`config.mk`:
```
export PLATFORM = sky130hd
export DESIGN_NAME = acc_top
export DESIGN_NICKNAME = d
export VERILOG_FILES = /design/src/shared/acc_pkg.sv /design/src/design/acc_top.sv
export SDC_FILE = /design/constraint.sdc
export NUM_CORES = 1
export LEC_CHECK = 0
export ABC_AREA = 1
export BUFFER_PORTS_ARGS = -buffer_cell sky130_fd_sc_hd__clkbuf_2
export CAP_MARGIN = 40
export CORE_ASPECT_RATIO = 0.75
export CORE_MARGIN = 2
export CORE_UTILIZATION = 52
export CTS_BUF_LIST = sky130_fd_sc_hd__clkbuf_4 sky130_fd_sc_hd__clkbuf_8
export CTS_CLUSTER_SIZE = 8
export DETAILED_ROUTE_END_ITERATION = 10
export GPL_ROUTABILITY_DRIVEN = 1
export PLACE_DENSITY = 0.81
export SLEW_MARGIN = 10
export SYNTH_ARGS = -nofsm -noshare
export SYNTH_HDL_FRONTEND = slang
export SYNTH_SLANG_ARGS = --single-unit
```
`constraint.sdc`:
```
create_clock -name CLK -period 1.2 [get_ports CLK]
set_input_delay 0 -clock CLK [delete_from_list [all_inputs] [get_ports CLK]]
set_output_delay 0 -clock CLK [all_outputs]
set_load 0.02 [all_outputs]
```
`src/shared/acc_pkg.sv`:
```
/*
  Package for the analog comparator control block: register offsets,
  bit positions, reset values, mode encodings and timing counts.
  Assumes a plain address/strobe register port with 8-bit data.
*/
package acc_pkg;

  // ----------------------------------------------------------------
  // Widths
  // ----------------------------------------------------------------
  localparam int ACC_AW = 4;  // Register address width
  localparam int ACC_DW = 8;  // Register data width

  // ----------------------------------------------------------------
  // Register offsets
  // ----------------------------------------------------------------
  localparam logic [ACC_AW-1:0] ACC_OFS_CTRL_STATUS = 4'h0; // Main register
  localparam logic [ACC_AW-1:0] ACC_OFS_SPECIAL = 4'h1;     // Mux enable reg
  localparam logic [ACC_AW-1:0] ACC_OFS_CONV_CTRL = 4'h2;   // Converter enable
  localparam logic [ACC_AW-1:0] ACC_OFS_CHAN = 4'h3;        // Channel field

  // ----------------------------------------------------------------
  // Bit positions in the control/status register
  // ----------------------------------------------------------------
  localparam int ACC_BIT_POWER_OFF = 7;
  localparam int ACC_BIT_BANDGAP = 6;
  localparam int ACC_BIT_OUT_STATUS = 5;
  localparam int ACC_BIT_IRQ_FLAG = 4;
  localparam int ACC_BIT_IRQ_EN = 3;
  localparam int ACC_BIT_CAPTURE = 2;
  localparam int ACC_BIT_MODE_HI = 1;
  localparam int ACC_BIT_MODE_LO = 0;

  // Other register bits
  localparam int ACC_BIT_MUX_EN = 3;   // In the special function register
  localparam int ACC_BIT_CONV_EN = 7;  // In the converter control register
  localparam int ACC_CHAN_LSB = 0;     // Channel field low bit
  localparam int ACC_CHAN_W = 3;       // Channel field width

  // ----------------------------------------------------------------
  // Reset values and timing
  // ----------------------------------------------------------------
  localparam logic ACC_RESET_BIT = 1'b0;         // All control bits
  localparam logic [2:0] ACC_CHAN_RESET = 3'h0;  // Channel field
  localparam int ACC_SYNC_STAGES = 2;            // Output synchronizer depth

  // ----------------------------------------------------------------
  // Interrupt mode encodings
  // ----------------------------------------------------------------
  localparam logic [1:0] ACC_MODE_TOGGLE = 2'h0;
  localparam logic [1:0] ACC_MODE_RESERVED = 2'h1;
  localparam logic [1:0] ACC_MODE_FALL = 2'h2;
  localparam logic [1:0] ACC_MODE_RISE = 2'h3;

  // Negative input source select
  typedef enum logic {ACC_NEG_PIN, ACC_NEG_CHANNEL} acc_neg_e;

endpackage : acc_pkg

```
`src/design/acc_top.sv`:
```
/*
  Analog comparator control: register file, output synchronizer,
  interrupt flag logic, capture routing and input selection.
  Register reads answer one cycle after the strobe.
  Assumes the analog comparator itself, the timer capture front end
  and the processor's vector logic sit outside this module.
  CMP_RAW is sampled by CLK; it need not be glitch free.
*/
// Local design decisions: the address map and strobed register access.
`timescale 1ns/10ps
`default_nettype none

// Contract
// - Power-off bit switches the comparator off
// - Bandgap bit picks positive input source
// - Output status read through two-flop synchronizer
// - Flag set on event matching mode
// - Flag cleared by vector or one-write
// - Request only with enable and global enable
// - Routing bit connects output to capture
// - Capture path filters routed output like pin
// - Mode 00 toggle, 01 none, 10 fall, 11 rise
// - Mux on, converter off: channel drives negative
// - Otherwise negative input pin drives comparator
// - Mux enable is bit 3, read/write
module acc_top (
  // Clock and reset
  input wire logic CLK,
  input wire logic RST_N,
  // Register port
  input wire logic [acc_pkg::ACC_AW-1:0] ADDR,
  input wire logic [acc_pkg::ACC_DW-1:0] WDATA,
  input wire logic WR,
  input wire logic RD,
  output logic [acc_pkg::ACC_DW-1:0] RDATA,
  // Processor side
  input wire logic GLOBAL_IRQ_EN,
  input wire logic IRQ_ACK,
  output logic IRQ_REQ,
  // Analog comparator control and raw result
  input wire logic CMP_RAW,
  output logic CMP_POWER_OFF,
  output logic CMP_POS_BANDGAP,
  output logic CMP_NEG_FROM_CHANNEL,
  output logic [acc_pkg::ACC_CHAN_W-1:0] CMP_NEG_CHANNEL,
  // Timer capture front end
  output logic CAPTURE_ROUTE_EN,
  output logic CAPTURE_SRC
);
  import acc_pkg::*;

  // ----------------------------------------------------------------
  // State
  // ----------------------------------------------------------------
  typedef struct packed {
    logic power_off;             // Comparator disabled
    logic bandgap;               // Bandgap on positive input
    logic irq_flag;              // Sticky event flag
    logic irq_en;                // Interrupt enable
    logic capture;               // Route to capture front end
    logic [1:0] mode;            // Interrupt mode
    logic mux_en;                // Negative mux enable
    logic conv_en;               // Converter enable
    logic [ACC_CHAN_W-1:0] chan; // Channel field
    logic [ACC_SYNC_STAGES-1:0] sync; // Synchronizer chain
    logic prev;                  // Last synchronized value
    logic [ACC_DW-1:0] rdata;    // Read data
  } acc_state_s;

  acc_state_s cur; // Registered state
  acc_state_s nxt; // Next state

  logic out_sync; // Synchronized comparator output
  logic event_hit; // Event matching the mode
  logic cs_wr; // Write to control/status
  logic [ACC_DW-1:0] cs_val; // Control/status read view
  logic sf_wr; // Write to special function register
  logic cv_wr; // Write to converter enable copy
  logic ch_wr; // Write to channel field
  logic flag_clr; // Vector or write-one clears the flag

  // Event decode for a given mode
  function automatic logic acc_match(input logic [1:0] mode,
                                     input logic now, input logic old);
    case (mode)
      ACC_MODE_TOGGLE: acc_match = now ^ old;
      ACC_MODE_FALL: acc_match = old & ~now;
      ACC_MODE_RISE: acc_match = now & ~old;
      default: acc_match = 1'b0; // Reserved mode never fires
    endcase
  endfunction : acc_match

  // Address match for one strobe against one register offset
  function automatic logic acc_hit(input logic strobe,
                                   input logic [ACC_AW-1:0] addr,
                                   input logic [ACC_AW-1:0] ofs);
    acc_hit = strobe && (addr == ofs);
  endfunction : acc_hit

  // ----------------------------------------------------------------
  // Combinational helpers
  // ----------------------------------------------------------------
  assign out_sync = cur.sync[ACC_SYNC_STAGES-1];
  assign event_hit = acc_match(cur.mode, out_sync, cur.prev);

  // ----------------------------------------------------------------
  // Register decode
  // ----------------------------------------------------------------
  // One write strobe per register; unmapped writes hit none
  assign cs_wr = acc_hit(WR, ADDR, ACC_OFS_CTRL_STATUS);
  assign sf_wr = acc_hit(WR, ADDR, ACC_OFS_SPECIAL);
  assign cv_wr = acc_hit(WR, ADDR, ACC_OFS_CONV_CTRL);
  assign ch_wr = acc_hit(WR, ADDR, ACC_OFS_CHAN);
  // Hardware vector or software write-one clears the flag
  assign flag_clr = IRQ_ACK || (cs_wr && WDATA[ACC_BIT_IRQ_FLAG]);

  // Assemble control/status read view
  always_comb begin
    cs_val = '0;
    cs_val[ACC_BIT_POWER_OFF] = cur.power_off;
    cs_val[ACC_BIT_BANDGAP] = cur.bandgap;
    cs_val[ACC_BIT_OUT_STATUS] = out_sync;
    cs_val[ACC_BIT_IRQ_FLAG] = cur.irq_flag;
    cs_val[ACC_BIT_IRQ_EN] = cur.irq_en;
    cs_val[ACC_BIT_CAPTURE] = cur.capture;
    cs_val[ACC_BIT_MODE_HI] = cur.mode[1];
    cs_val[ACC_BIT_MODE_LO] = cur.mode[0];
  end

  // ----------------------------------------------------------------
  // Next-state logic
  // ----------------------------------------------------------------
  always_comb begin
    nxt = cur;
    // Synchronizer: first stage only feeds the second
    nxt.sync = {cur.sync[ACC_SYNC_STAGES-2:0], CMP_RAW};
    nxt.prev = out_sync;
    // Control/status write; bit 5 is read-only and dropped
    if (cs_wr) begin
      nxt.power_off = WDATA[ACC_BIT_POWER_OFF];
      nxt.bandgap = WDATA[ACC_BIT_BANDGAP];
      nxt.irq_en = WDATA[ACC_BIT_IRQ_EN];
      nxt.capture = WDATA[ACC_BIT_CAPTURE];
      nxt.mode = {WDATA[ACC_BIT_MODE_HI], WDATA[ACC_BIT_MODE_LO]};
    end
    // Special function register keeps only the mux enable
    if (sf_wr) begin
      nxt.mux_en = WDATA[ACC_BIT_MUX_EN];
    end
    // Local copy of the converter enable
    if (cv_wr) begin
      nxt.conv_en = WDATA[ACC_BIT_CONV_EN];
    end
    // Channel field, low three bits
    if (ch_wr) begin
      nxt.chan = WDATA[ACC_CHAN_LSB +: ACC_CHAN_W];
    end
    // Flag clear by ack or write-one; a new event wins
    if (flag_clr) begin
      nxt.irq_flag = 1'b0;
    end
    if (event_hit) begin
      nxt.irq_flag = 1'b1;
    end
    // Read data, valid the cycle after the strobe
    nxt.rdata = '0;
    if (RD) begin
      // Unused bits of each view read zero
      case (ADDR)
        ACC_OFS_CTRL_STATUS: nxt.rdata = cs_val;
        ACC_OFS_SPECIAL: nxt.rdata[ACC_BIT_MUX_EN] = cur.mux_en;
        ACC_OFS_CONV_CTRL: nxt.rdata[ACC_BIT_CONV_EN] = cur.conv_en;
        ACC_OFS_CHAN: nxt.rdata[ACC_CHAN_LSB +: ACC_CHAN_W] = cur.chan;
        default: nxt.rdata = '0; // Unmapped reads zero
      endcase
    end
  end

  // ----------------------------------------------------------------
  // State register
  // ----------------------------------------------------------------
  // Whole state in one register; reset clears every field
  always_ff @(posedge CLK or negedge RST_N) begin
    if (!RST_N) begin
      cur <= '0;
    end else begin
      cur <= nxt;
    end
  end

  // ----------------------------------------------------------------
  // Outputs
  // ----------------------------------------------------------------
  assign RDATA = cur.rdata;
  // Level request, dropped by either enable
  assign IRQ_REQ = cur.irq_flag & cur.irq_en & GLOBAL_IRQ_EN;
  assign CMP_POWER_OFF = cur.power_off;
  assign CMP_POS_BANDGAP = cur.bandgap;
  // Channel index reads zero whenever the dedicated pin is used
  assign CMP_NEG_FROM_CHANNEL = cur.mux_en & ~cur.conv_en;
  assign CMP_NEG_CHANNEL = CMP_NEG_FROM_CHANNEL ? cur.chan
                                                : ACC_CHAN_RESET;
  assign CAPTURE_ROUTE_EN = cur.capture;
  // Raw output goes to capture filter, which does noise/edge work
  assign CAPTURE_SRC = cur.capture & CMP_RAW;
endmodule : acc_top

`default_nettype wire

```
Word-level counts from Yosys, hierarchy flattened. Cells that the tools add are included.

Mux-type cells: 9. Reduce and logical (&&, ||, !) cells: 9. Bitwise gates (word level): 10. Equal/unequal tests: 5.

Operators with widths (count): equality test 4 x 2 -> 1 bit, second input constant (2); 2-to-1 mux 8 bit (1); bitwise AND 1 bit (6); 2-to-1 mux 3 bit (2); case mux 3 bit (2 select lines) (1); logical AND 1 bit (5); equality test 2 bit, second input constant (2); equality test 4 x 1 -> 1 bit, second input constant (1); zero test 4 bit (1); case mux 1 bit (2 select lines) (2); NOT 1 bit (3); case mux 1 bit (3 select lines) (1); zero test 2 bit (1); 2-to-1 mux 1 bit (2); nonzero test 2 bit (1); logical OR 1 bit (1); XOR 1 bit (1).

Output and inout port bits: 17. Bits in registers: 23. Input port bits: 19.

Logic depth before layout (Yosys ltp). Gate-level depths: netlist of run 1.

Word-level depth: 6. Mapped depth: 6. Mapped depth without buffers: 6.

Least setup slack after synthesis of run 1. Ideal clock, no wire load.

Path kind: flip-flop to output port. From: reg cur[14] (netlist name). To: out CMP_NEG_CHANNEL[0] (netlist name). Arrival: 1.105 ns. Path slack: 0.095 ns. Cell stages (with the launch flop): 4. Path through: dfrtp_1 > nor2_1 > inv_2 > nor2_1.

Longest elaborated chain between the ends: 3.

RTL lines: start: declaration (line acc_top.sv:70) `acc_state_s cur;`; start signal: assignment (line acc_top.sv:187) `cur <= nxt;`; NOT 1 bit (line acc_top.sv:200) `assign CMP_NEG_FROM_CHANNEL = cur.mux_en & ~cur.conv_en;`; bitwise AND 1 bit (line acc_top.sv:200); named net CMP_NEG_FROM_CHANNEL (line acc_top.sv:44) `output logic CMP_NEG_FROM_CHANNEL,`; 2-to-1 mux 3 bit (line acc_top.sv:201) `assign CMP_NEG_CHANNEL = CMP_NEG_FROM_CHANNEL ? cur.chan`; end: declaration (line acc_top.sv:45) `output logic [acc_pkg::ACC_CHAN_W-1:0] CMP_NEG_CHANNEL,`.

The timed path passes the listed nets, and every way through them passes these cells.

Final worst setup path of run 1.
From: reg cur[15] (netlist name). To: out CMP_NEG_CHANNEL[1] (netlist name).

Longest elaborated chain between the ends: 2.

RTL lines (line): bitwise AND 1 bit (acc_top.sv:200); 2-to-1 mux 3 bit (acc_top.sv:201).

Every way passes these cells.

==> run metrics, run 1 <==
initial drt markers=27; Placeable Area=0.00205 mm2; fraction of layout cells with a size suffix above 1=40.1%; CP bufs+invs=3; IO Count=36; Min-Delay Path Class=in -> reg; slowest CP cell=dfrtp_1; maximum clock frequency=861 MHz; Synth Area per Inst=9.52 um2; WHS=0.0502 ns; first-pass GRT wire length=3710 um; final hold vios=0; Initial Util=55.7%; unrepaired setup endpoints after global routing=yes; Power Density=1250 mW/mm2; max-slew violations=0; Final Critical Period=1.16 ns; clock-pin slew on the worst setup and hold paths=0.12 ns; VDD IR-drop max=0.000917 V; Post-Place Worst Slack=0.180 ns; vias in the first global route=826; part of the cycle the worst path needs=96.8%; nets=184; post-synthesis sequential area ratio=50.4%; maximum fanout along the worst path=3; Gate Count Post-Synth=120; synthesized flop and latch total=23; cell row count=14; Clock Tree Root=clkbuf_4; skew final=0.00562 ns; Unique masters post-synth=16; GR Overflow Total=0; final setup vio count=0; drt pass-1 iters=4; Die H=44.6 um; largest net degree at the start of global routing=24; Num CTS Buffers=3; critical path type=reg -> out; CP required=1.20 ns; critical path arrival=1.16 ns; YS warnings=0; WL final=2290 um; initial antenna violation count=0; vias post-DR=902; CTS tree=yes; Worst slew margin=63.6%; # fillers=160; critical path, cell by cell=inv_1, nor2_2, inv_2, nor2_2, buf_4; clock tree buffer depth=2; Largest delay share family, worst path=flip-flops; IO Port Bufs=34; n_diodes=0; final std cells w/o fill=186; Worst setup EP type=output port; Total GRT Usage=19.4%; status=complete, no violations; HPWL after detailed placement=1550 um; # DRC=0; DP Cell Count=169; Crit path largest cell delay=0.37 ns; Die ar.=0.00259 mm2; Least-Margin Pin Slew=0.546 ns; synthesized area=0.00114 mm2; fin util=70.3%; Synth Net Count=141; vias per cell=4.85; max-cap violation count=0; Skew-Pair Late Insertion Delay=0.31 ns; DRT antenna net count=0; clock sink count=23; CTS H-tree depth=1; final setup margin=0.0382 ns; Leak Pwr=0.773 nW; Worst path most repeated cell=nor2_2; Final GP Congestion=0.834; type of origin of the critical path=register; drt wl/cell=12.3 um; Area Overhead vs Synth=26.2%; Die W=58.1 um
-- area by class of cell --
| class | count | area, um2 | share of cell area [%] |
|---|---|---|---|
| Sequential cell | 23 | 576 | 39.9 |
| Multi-Input combinational cell | 63 | 404 | 28.0 |
| Timing Repair Buffer | 48 | 312 | 21.6 |
| Inverter | 24 | 90.1 | 6.25 |
| Clock buffer | 4 | 30.0 | 2.08 |
| Tap cell | 24 | 30.0 | 2.08 |
-- where the power goes --
group | internal [mW] | switching, mW
clock network | 0.153 | 0.226
registers | 0.869 | 0.0732
logic | 0.200 | 0.286
-- layer usage --
metal	up-vias	share of wire, %	wire, um	GRT usage, %
met5	-	0	0	0
met4	0	0.83	19	4.19
met3	3	7.1	163	5.56
met2	34	48	1110	33.0
met1	416	44	1000	25.1
li1	449	-	-	-
-- metrics by stage --
stage	area, um2	power [mW]	setup TNS (ns)
3_5_place_dp	1270	1.36	0
5_1_grt	1440	1.92	-0.118
3_3_place_gp	1270	1.34	0
2_1_floorplan	1140	1.22	0
6_report	1440	1.81	0
4_1_cts	1420	1.79	0
-- placed cells by master (no fill, tap or decap), drive strengths merged --
cell type and count:
clkbuf 35, buf 7, dlygate4sd3 10, nand4 6, dfrtp 23, inv 24
ha 2, o21ai 17, nor2 13, nand3 6, nand2 19
-- cell families after synthesis --
kind of cell | synth area share [%]
buf+inv | 15.1
fa+ha+maj | 2.19
flops | 50.4
compound gates | 11.1
simple gates | 21.2
-- final timing paths --
| path | startpoint | to | slack [ns] | cells after the start |
|---|---|---|---|---|
| min reg2reg | cur[9] | cs_val[5] | 0.37 | 0 |
| min in group asynchronous | RST_N | cur[15] | 0.21 | 2 |
| max reg2reg | cur[8] | cs_val[4] | 0.17 | 5 |
| min | ADDR[3] | RDATA[5] | 0.05 | 4 |
| max | cur[15] | CMP_NEG_CHANNEL[1] | 0.04 | 5 |
| max in group asynchronous | RST_N | RDATA[6] | 0.63 | 2 |
-- worst reg2reg max path, cell delays in order (launching register included) --
cell and delay (ns):
dfrtp_1 0.37, inv_1 0.05, ha_1 0.27, o21ai_0 0.15, nand2_1 0.08, nand2_1 0.06
-- synthesized netlist by cell type --
master / n / area, um2
nor2_1: 11 / 41.3
nand3_1: 3 / 15.0
nand2_2: 1 / 6.26
ha_1: 2 / 25.0
o21ai_2: 11 / 96.3
buf_6: 2 / 22.5
inv_2: 2 / 7.51
o21ai_1: 5 / 25.0
o21ai_0: 1 / 5.00
buf_4: 8 / 60.1
inv_1: 22 / 82.6
nand2_1: 18 / 67.6
nand3_4: 3 / 52.6
nor2_4: 2 / 22.5
dfrtp_1: 23 / 576
nand4_1: 6 / 37.5
-- sequential cells by signal, indices dropped and copies added, names as in the netlist --
register and cells:
cs_val 5, cur 7, CMP_POS_BANDGAP 1, RDATA 8, CMP_POWER_OFF 1, CAPTURE_ROUTE_EN 1
-- what timing repair did --
| item | CTS | global route |
|---|---|---|
| hold buffers | 10 | 0 |
| hold endpoints to repair | 36 | 0 |
| pin swaps | 0 | 1 |
| endpoints found under the setup margin | 3 | 3 |
| gates cloned | 0 | 0 |
| buffers inserted | 2 | 1 |
| resized for setup | 2 | 9 |
Note: power is estimated with default switching activity, not from simulation.
==> run 2, diff against run 1 <==
--- a/config.mk
+++ b/config.mk
@@ -10,12 +10,12 @@
 export CAP_MARGIN = 40
 export CORE_ASPECT_RATIO = 0.75
 export CORE_MARGIN = 2
-export CORE_UTILIZATION = 52
+export CORE_UTILIZATION = 47
 export CTS_BUF_LIST = sky130_fd_sc_hd__clkbuf_4 sky130_fd_sc_hd__clkbuf_8
 export CTS_CLUSTER_SIZE = 8
 export DETAILED_ROUTE_END_ITERATION = 10
 export GPL_ROUTABILITY_DRIVEN = 1
-export PLACE_DENSITY = 0.81
+export PLACE_DENSITY = 0.77
 export SLEW_MARGIN = 10
 export SYNTH_ARGS = -nofsm -noshare
 export SYNTH_HDL_FRONTEND = slang
==> constraint.sdc (replaced) <==
create_clock -name CLK -period 1.05 [get_ports CLK]
set_input_delay 0 -clock CLK [delete_from_list [all_inputs] [get_ports CLK]]
set_output_delay 0 -clock CLK [all_outputs]
set_load 0.02 [all_outputs]
==> run metrics, run 2 (synthesized netlist as in run 1, its figures left out) <==
M1 WL=1070 um; Min-Delay Path Class=in -> reg; Worst setup EP type=output port; WL met2=1060 um; CP bufs+invs=3; critical path arrival=1.19 ns; CP required=1.05 ns; maximum clock frequency=843 MHz; Area Overhead vs Synth=30.0%; IO Count=36; Least-Margin Pin Slew=0.567 ns; largest net degree at the start of global routing=24; IO Port Bufs=34; Largest delay share family, worst path=flip-flops; HPWL after detailed placement=1640 um; # DRC=0; uppermost layer routed=met4; commonest non-fill, non-tap cell in the layout=clkbuf_2; max-cap violation count=0; nets=186; status=complete, but fails checks; critical path, cell by cell=inv_2, nor2_4, inv_2, nor2_2, buf_6; most frequent cells in the layout=28 x clkbuf_2, 23 x dfrtp_1, 20 x inv_1; Worst path most repeated cell=inv_2; max reg flops=8; VDD IR-drop max=0.000928 V; Num CTS Buffers=3; slowest CP cell=dfrtp_1; clock sink count=23; crit path launch=cur[15]; # fillers=216; fin util=64.3%; reg2reg start=cs_val[5]; Final GP Congestion=0.791; skew final=0.00621 ns; Skew-Pair Late Insertion Delay=0.32 ns; Power Density=1430 mW/mm2; WL final=2300 um; drt pass-1 iters=4; initial antenna violation count=0; Clock Tree Root=clkbuf_4; CTS H-tree depth=1; Leak Pwr=0.786 nW; Placeable Area=0.00231 mm2; CTS tree=yes; type of origin of the critical path=register; WL met3=133 um; DRT antenna net count=0; total power=2.12 mW; Total GRT Usage=18.6%; cell area after layout=0.00149 mm2; clock tree buffer depth=2; Initial Util=49.5%; Die ar.=0.00284 mm2; failing checks=setup timing; Worst Hold Launch=ADDR[2]; drt wl/cell=11.6 um; vias post-DR=928; final setup vio count=4; unrepaired setup endpoints after global routing=yes; fraction of layout cells with a size suffix above 1=42.1%; part of the cycle the worst path needs=113%; vias per cell=4.69; Worst slew margin=62.2%; vias in the first global route=825; maximum fanout along the worst path=3; cell row count=15; initial drt markers=24; Die W=60.9 um; clock-pin slew on the worst setup and hold paths=0.12 ns; first-pass GRT wire length=3600 um; final hold vios=0; Final Critical Period=1.19 ns; Die H=46.7 um; GR Overflow Total=0; max-slew violations=0; n_diodes=0; critical path type=reg -> out; placed inst area=0.00128 mm2; final setup margin=-0.136 ns; Crit path largest cell delay=0.40 ns
==> run 2: cell types whose count changed in the layout (fill, tap and decap cells not counted), sizes merged <==
cell | before | now
buf | 7 | 12
clkbuf | 35 | 32
==> run 2: where the power goes <==
| group | internal [mW] | switching (mW) | leakage, nW |
|---|---|---|---|
| logic | 0.267 | 0.333 | 0.470 |
| clock network | 0.175 | 0.264 | 0.0184 |
| registers | 0.994 | 0.0894 | 0.297 |
| total | 1.44 | 0.687 | 0.786 |
==> run 2: what timing repair did <==
item | CTS | global route
pin swaps | 0 | 4
hold buffers | 10 | 0
setup endpoints to repair | 4 | 7
gates resized for setup | 4 | 17
setup buffers | 2 | 3
hold endpoints to repair | 36 | 0
==> run 2: worst paths after layout <==
kind / endpoint / slack (ns) / depth (start not counted)
max in group asynchronous: cur[14] / 0.49 / 2
max: CMP_NEG_CHANNEL[0] / -0.14 / 5
min reg2reg: cs_val[5] / 0.35 / 0
min: cur[15] / 0.04 / 4
min in group asynchronous: RDATA[5] / 0.18 / 2
max reg2reg: cs_val[4] / 0.05 / 4
==> run 2: area by class of cell <==
type                    instances  area, um2  share of cell area (%)
well taps                      34       42.5                    2.86
clock buffers                   4       30.0                    2.02
multi-input cells              63        409                    27.5
flip-flops and latches         23        576                    38.8
inverters                      24       90.1                    6.07
repair buffers                 50        338                    22.7
==> run 2: through the flow <==
stage	setup slack [ns]	hold slack (ns)	instances	TNS, ns
6_report	-0.136	0.0372	198	-0.438
4_1_cts	-0.147	0.0378	195	-0.452
5_1_grt	-0.219	0.0380	198	-0.734
3_3_place_gp	0.0822	0.00909	179	0
3_5_place_dp	0.0518	0.0194	179	0
2_1_floorplan	0.0512	-0.296	120	0
==> run 2: worst min-delay path, cell delays in order <==
cell,delay (ns)
clkbuf_2,0.11
nor2_4,0.07
nand3_1,0.10
o21ai_1,0.06
==> run 2: layer usage <==
| metal | global-route usage, % | vias up |
|---|---|---|
| met5 | 0 | - |
| met4 | 6.52 | 0 |
| met3 | 6.74 | 5 |
| met2 | 29.9 | 25 |
| met1 | 23.2 | 437 |
| li1 | - | 461 |
==> run 3, diff against run 2 <==
--- a/config.mk
+++ b/config.mk
@@ -15,7 +15,8 @@
 export CTS_CLUSTER_SIZE = 8
 export DETAILED_ROUTE_END_ITERATION = 10
 export GPL_ROUTABILITY_DRIVEN = 1
-export PLACE_DENSITY = 0.77
+export PLACE_DENSITY_LB_ADDON = 0.08
+export SETUP_SLACK_MARGIN = 0.2
 export SLEW_MARGIN = 10
 export SYNTH_ARGS = -nofsm -noshare
 export SYNTH_HDL_FRONTEND = slang
==> run metrics, run 3 (synthesized netlist as in run 1, its figures left out) <==
status=complete, but fails checks; failing checks=setup timing; Skew-Pair Late Insertion Delay=0.31 ns; n_diodes=0; Initial Util=49.5%; maximum clock frequency=842 MHz; final setup margin=-0.137 ns; M1 WL=995 um; IO Port Bufs=34; Num CTS Buffers=3; Clock Tree Root=clkbuf_4; clock-pin slew on the worst setup and hold paths=0.12 ns; Placeable Area=0.00231 mm2; WHS=0.0494 ns; WHS Path Cells=4; part of the cycle the worst path needs=113%; vias per cell=4.58; Die H=46.7 um; DRT antenna net count=0; nets=186; combinational share of power=31.9%; # DRC=0; unrepaired setup endpoints after global routing=yes; Clock power frac=19.0%; Least-Margin Pin Slew=0.563 ns; most frequent cells in the layout=22 x dfrtp_1, 19 x inv_1, 17 x clkbuf_2; cell area after layout=0.00162 mm2; GR Overflow Total=0; WL final=2340 um; VDD IR-drop max=0.00104 V; Internal=1.51 mW; Final GP Congestion=0.806; Die ar.=0.00284 mm2; drt pass-1 iters=4; vias in the first global route=833; vias post-DR=906; CTS H-tree depth=1; Area Overhead vs Synth=41.8%; Die W=60.9 um; Total GRT Usage=19.4%; CP required=1.05 ns; clock tree buffer depth=2; max-cap violation count=0; final hold vios=0; Power Density=1370 mW/mm2; Worst setup EP type=output port; skew final=0.00423 ns; HPWL after detailed placement=1560 um; max reg flops=8; first-pass GRT wire length=3810 um; largest net degree at the start of global routing=24; maximum fanout along the worst path=3; fraction of layout cells with a size suffix above 1=44.5%; initial drt markers=36; Worst slew margin=62.5%; type of origin of the critical path=register; critical path type=reg -> out; WL met2=1170 um; Min-Delay Path Class=in -> reg; Seq pwr share=49.1%; Leak Pwr=0.815 nW; Final Critical Period=1.19 ns; Net Sw Power=710 uW; critical path arrival=1.19 ns; WL met3=138 um; drt wl/cell=11.8 um; Reg2Reg Depth=4; IO Count=36; uppermost layer routed=met4; max-slew violations=0; switch share=31.9%; final setup vio count=4; initial antenna violation count=0; CTS tree=yes; commonest non-fill, non-tap cell in the layout=dfrtp_1; placed inst area=0.00131 mm2; clock sink count=23; cell row count=15
run 3: changes by cell type in the layout (fill, tap and decap cells not counted), sizes merged:
| cell | before | now |
|---|---|---|
| buf | 12 | 18 |
| clkbuf | 32 | 26 |
run 3: final timing paths:
| check | slack [ns] | startpoint | endpoint |
|---|---|---|---|
| max in group asynchronous | 0.45 | RST_N | CAPTURE_ROUTE_EN |
| min reg2reg | 0.39 | cur[9] | cs_val[5] |
| min | 0.05 | ADDR[2] | cur[14] |
| min in group asynchronous | 0.20 | RST_N | RDATA[7] |
| max | -0.14 | cur[14] | CMP_NEG_CHANNEL[1] |
| max reg2reg | 0.04 | cs_val[5] | cs_val[4] |
run 3: what timing repair did:
item	CTS	global route
pin swaps	2	6
hold buffers	10	0
endpoints found under the setup margin	12	18
buffers inserted	1	4
hold endpoints to repair	36	0
gates resized for setup	24	28
run 3: power by group through the flow:
stage | Combinational (mW) | Sequential (mW) | Clock [mW]
4_1_cts | 0.632 | 1.09 | 0.448
3_5_place_dp | 0.496 | 1.10 | 0
2_1_floorplan | 0.323 | 1.11 | 0
6_report | 0.709 | 1.09 | 0.421
3_3_place_gp | 0.485 | 1.10 | 0
5_1_grt | 0.778 | 1.11 | 0.481
run 3: area by class of cell:
type,instances,area (um2)
multi-input combinational,63,429
inverter,24,92.6
sequential,23,577
tap,34,42.5
fill,208,688
timing repair buffer,50,449
clock buffer,4,30.0
run 3: layer usage:
metal / global-route usage, % / up-vias
met1: 24.1 / 409
met4: 6.52 / 0
li1: - / 456
met2: 32.5 / 37
met5: 0 / -
met3: 5.90 / 4
run 3: metrics by stage:
stage	instances	setup WS [ns]	total power, mW	setup TNS, ns	util [%]
5_1_grt	198	-0.204	2.37	-0.797	70.2
4_1_cts	194	-0.186	2.17	-0.681	66.7
3_3_place_gp	179	0.108	1.58	0	56.5
2_1_floorplan	120	0.141	1.43	0	-
3_5_place_dp	179	0.0767	1.60	0	56.5
6_report	198	-0.137	2.22	-0.499	70.2
run 3: worst max-delay path: stages, from the launching register on:
cell,delay (ns)
dfrtp_1,0.44
nor2_4,0.16
inv_4,0.07
nor2_4,0.10
buf_8,0.11
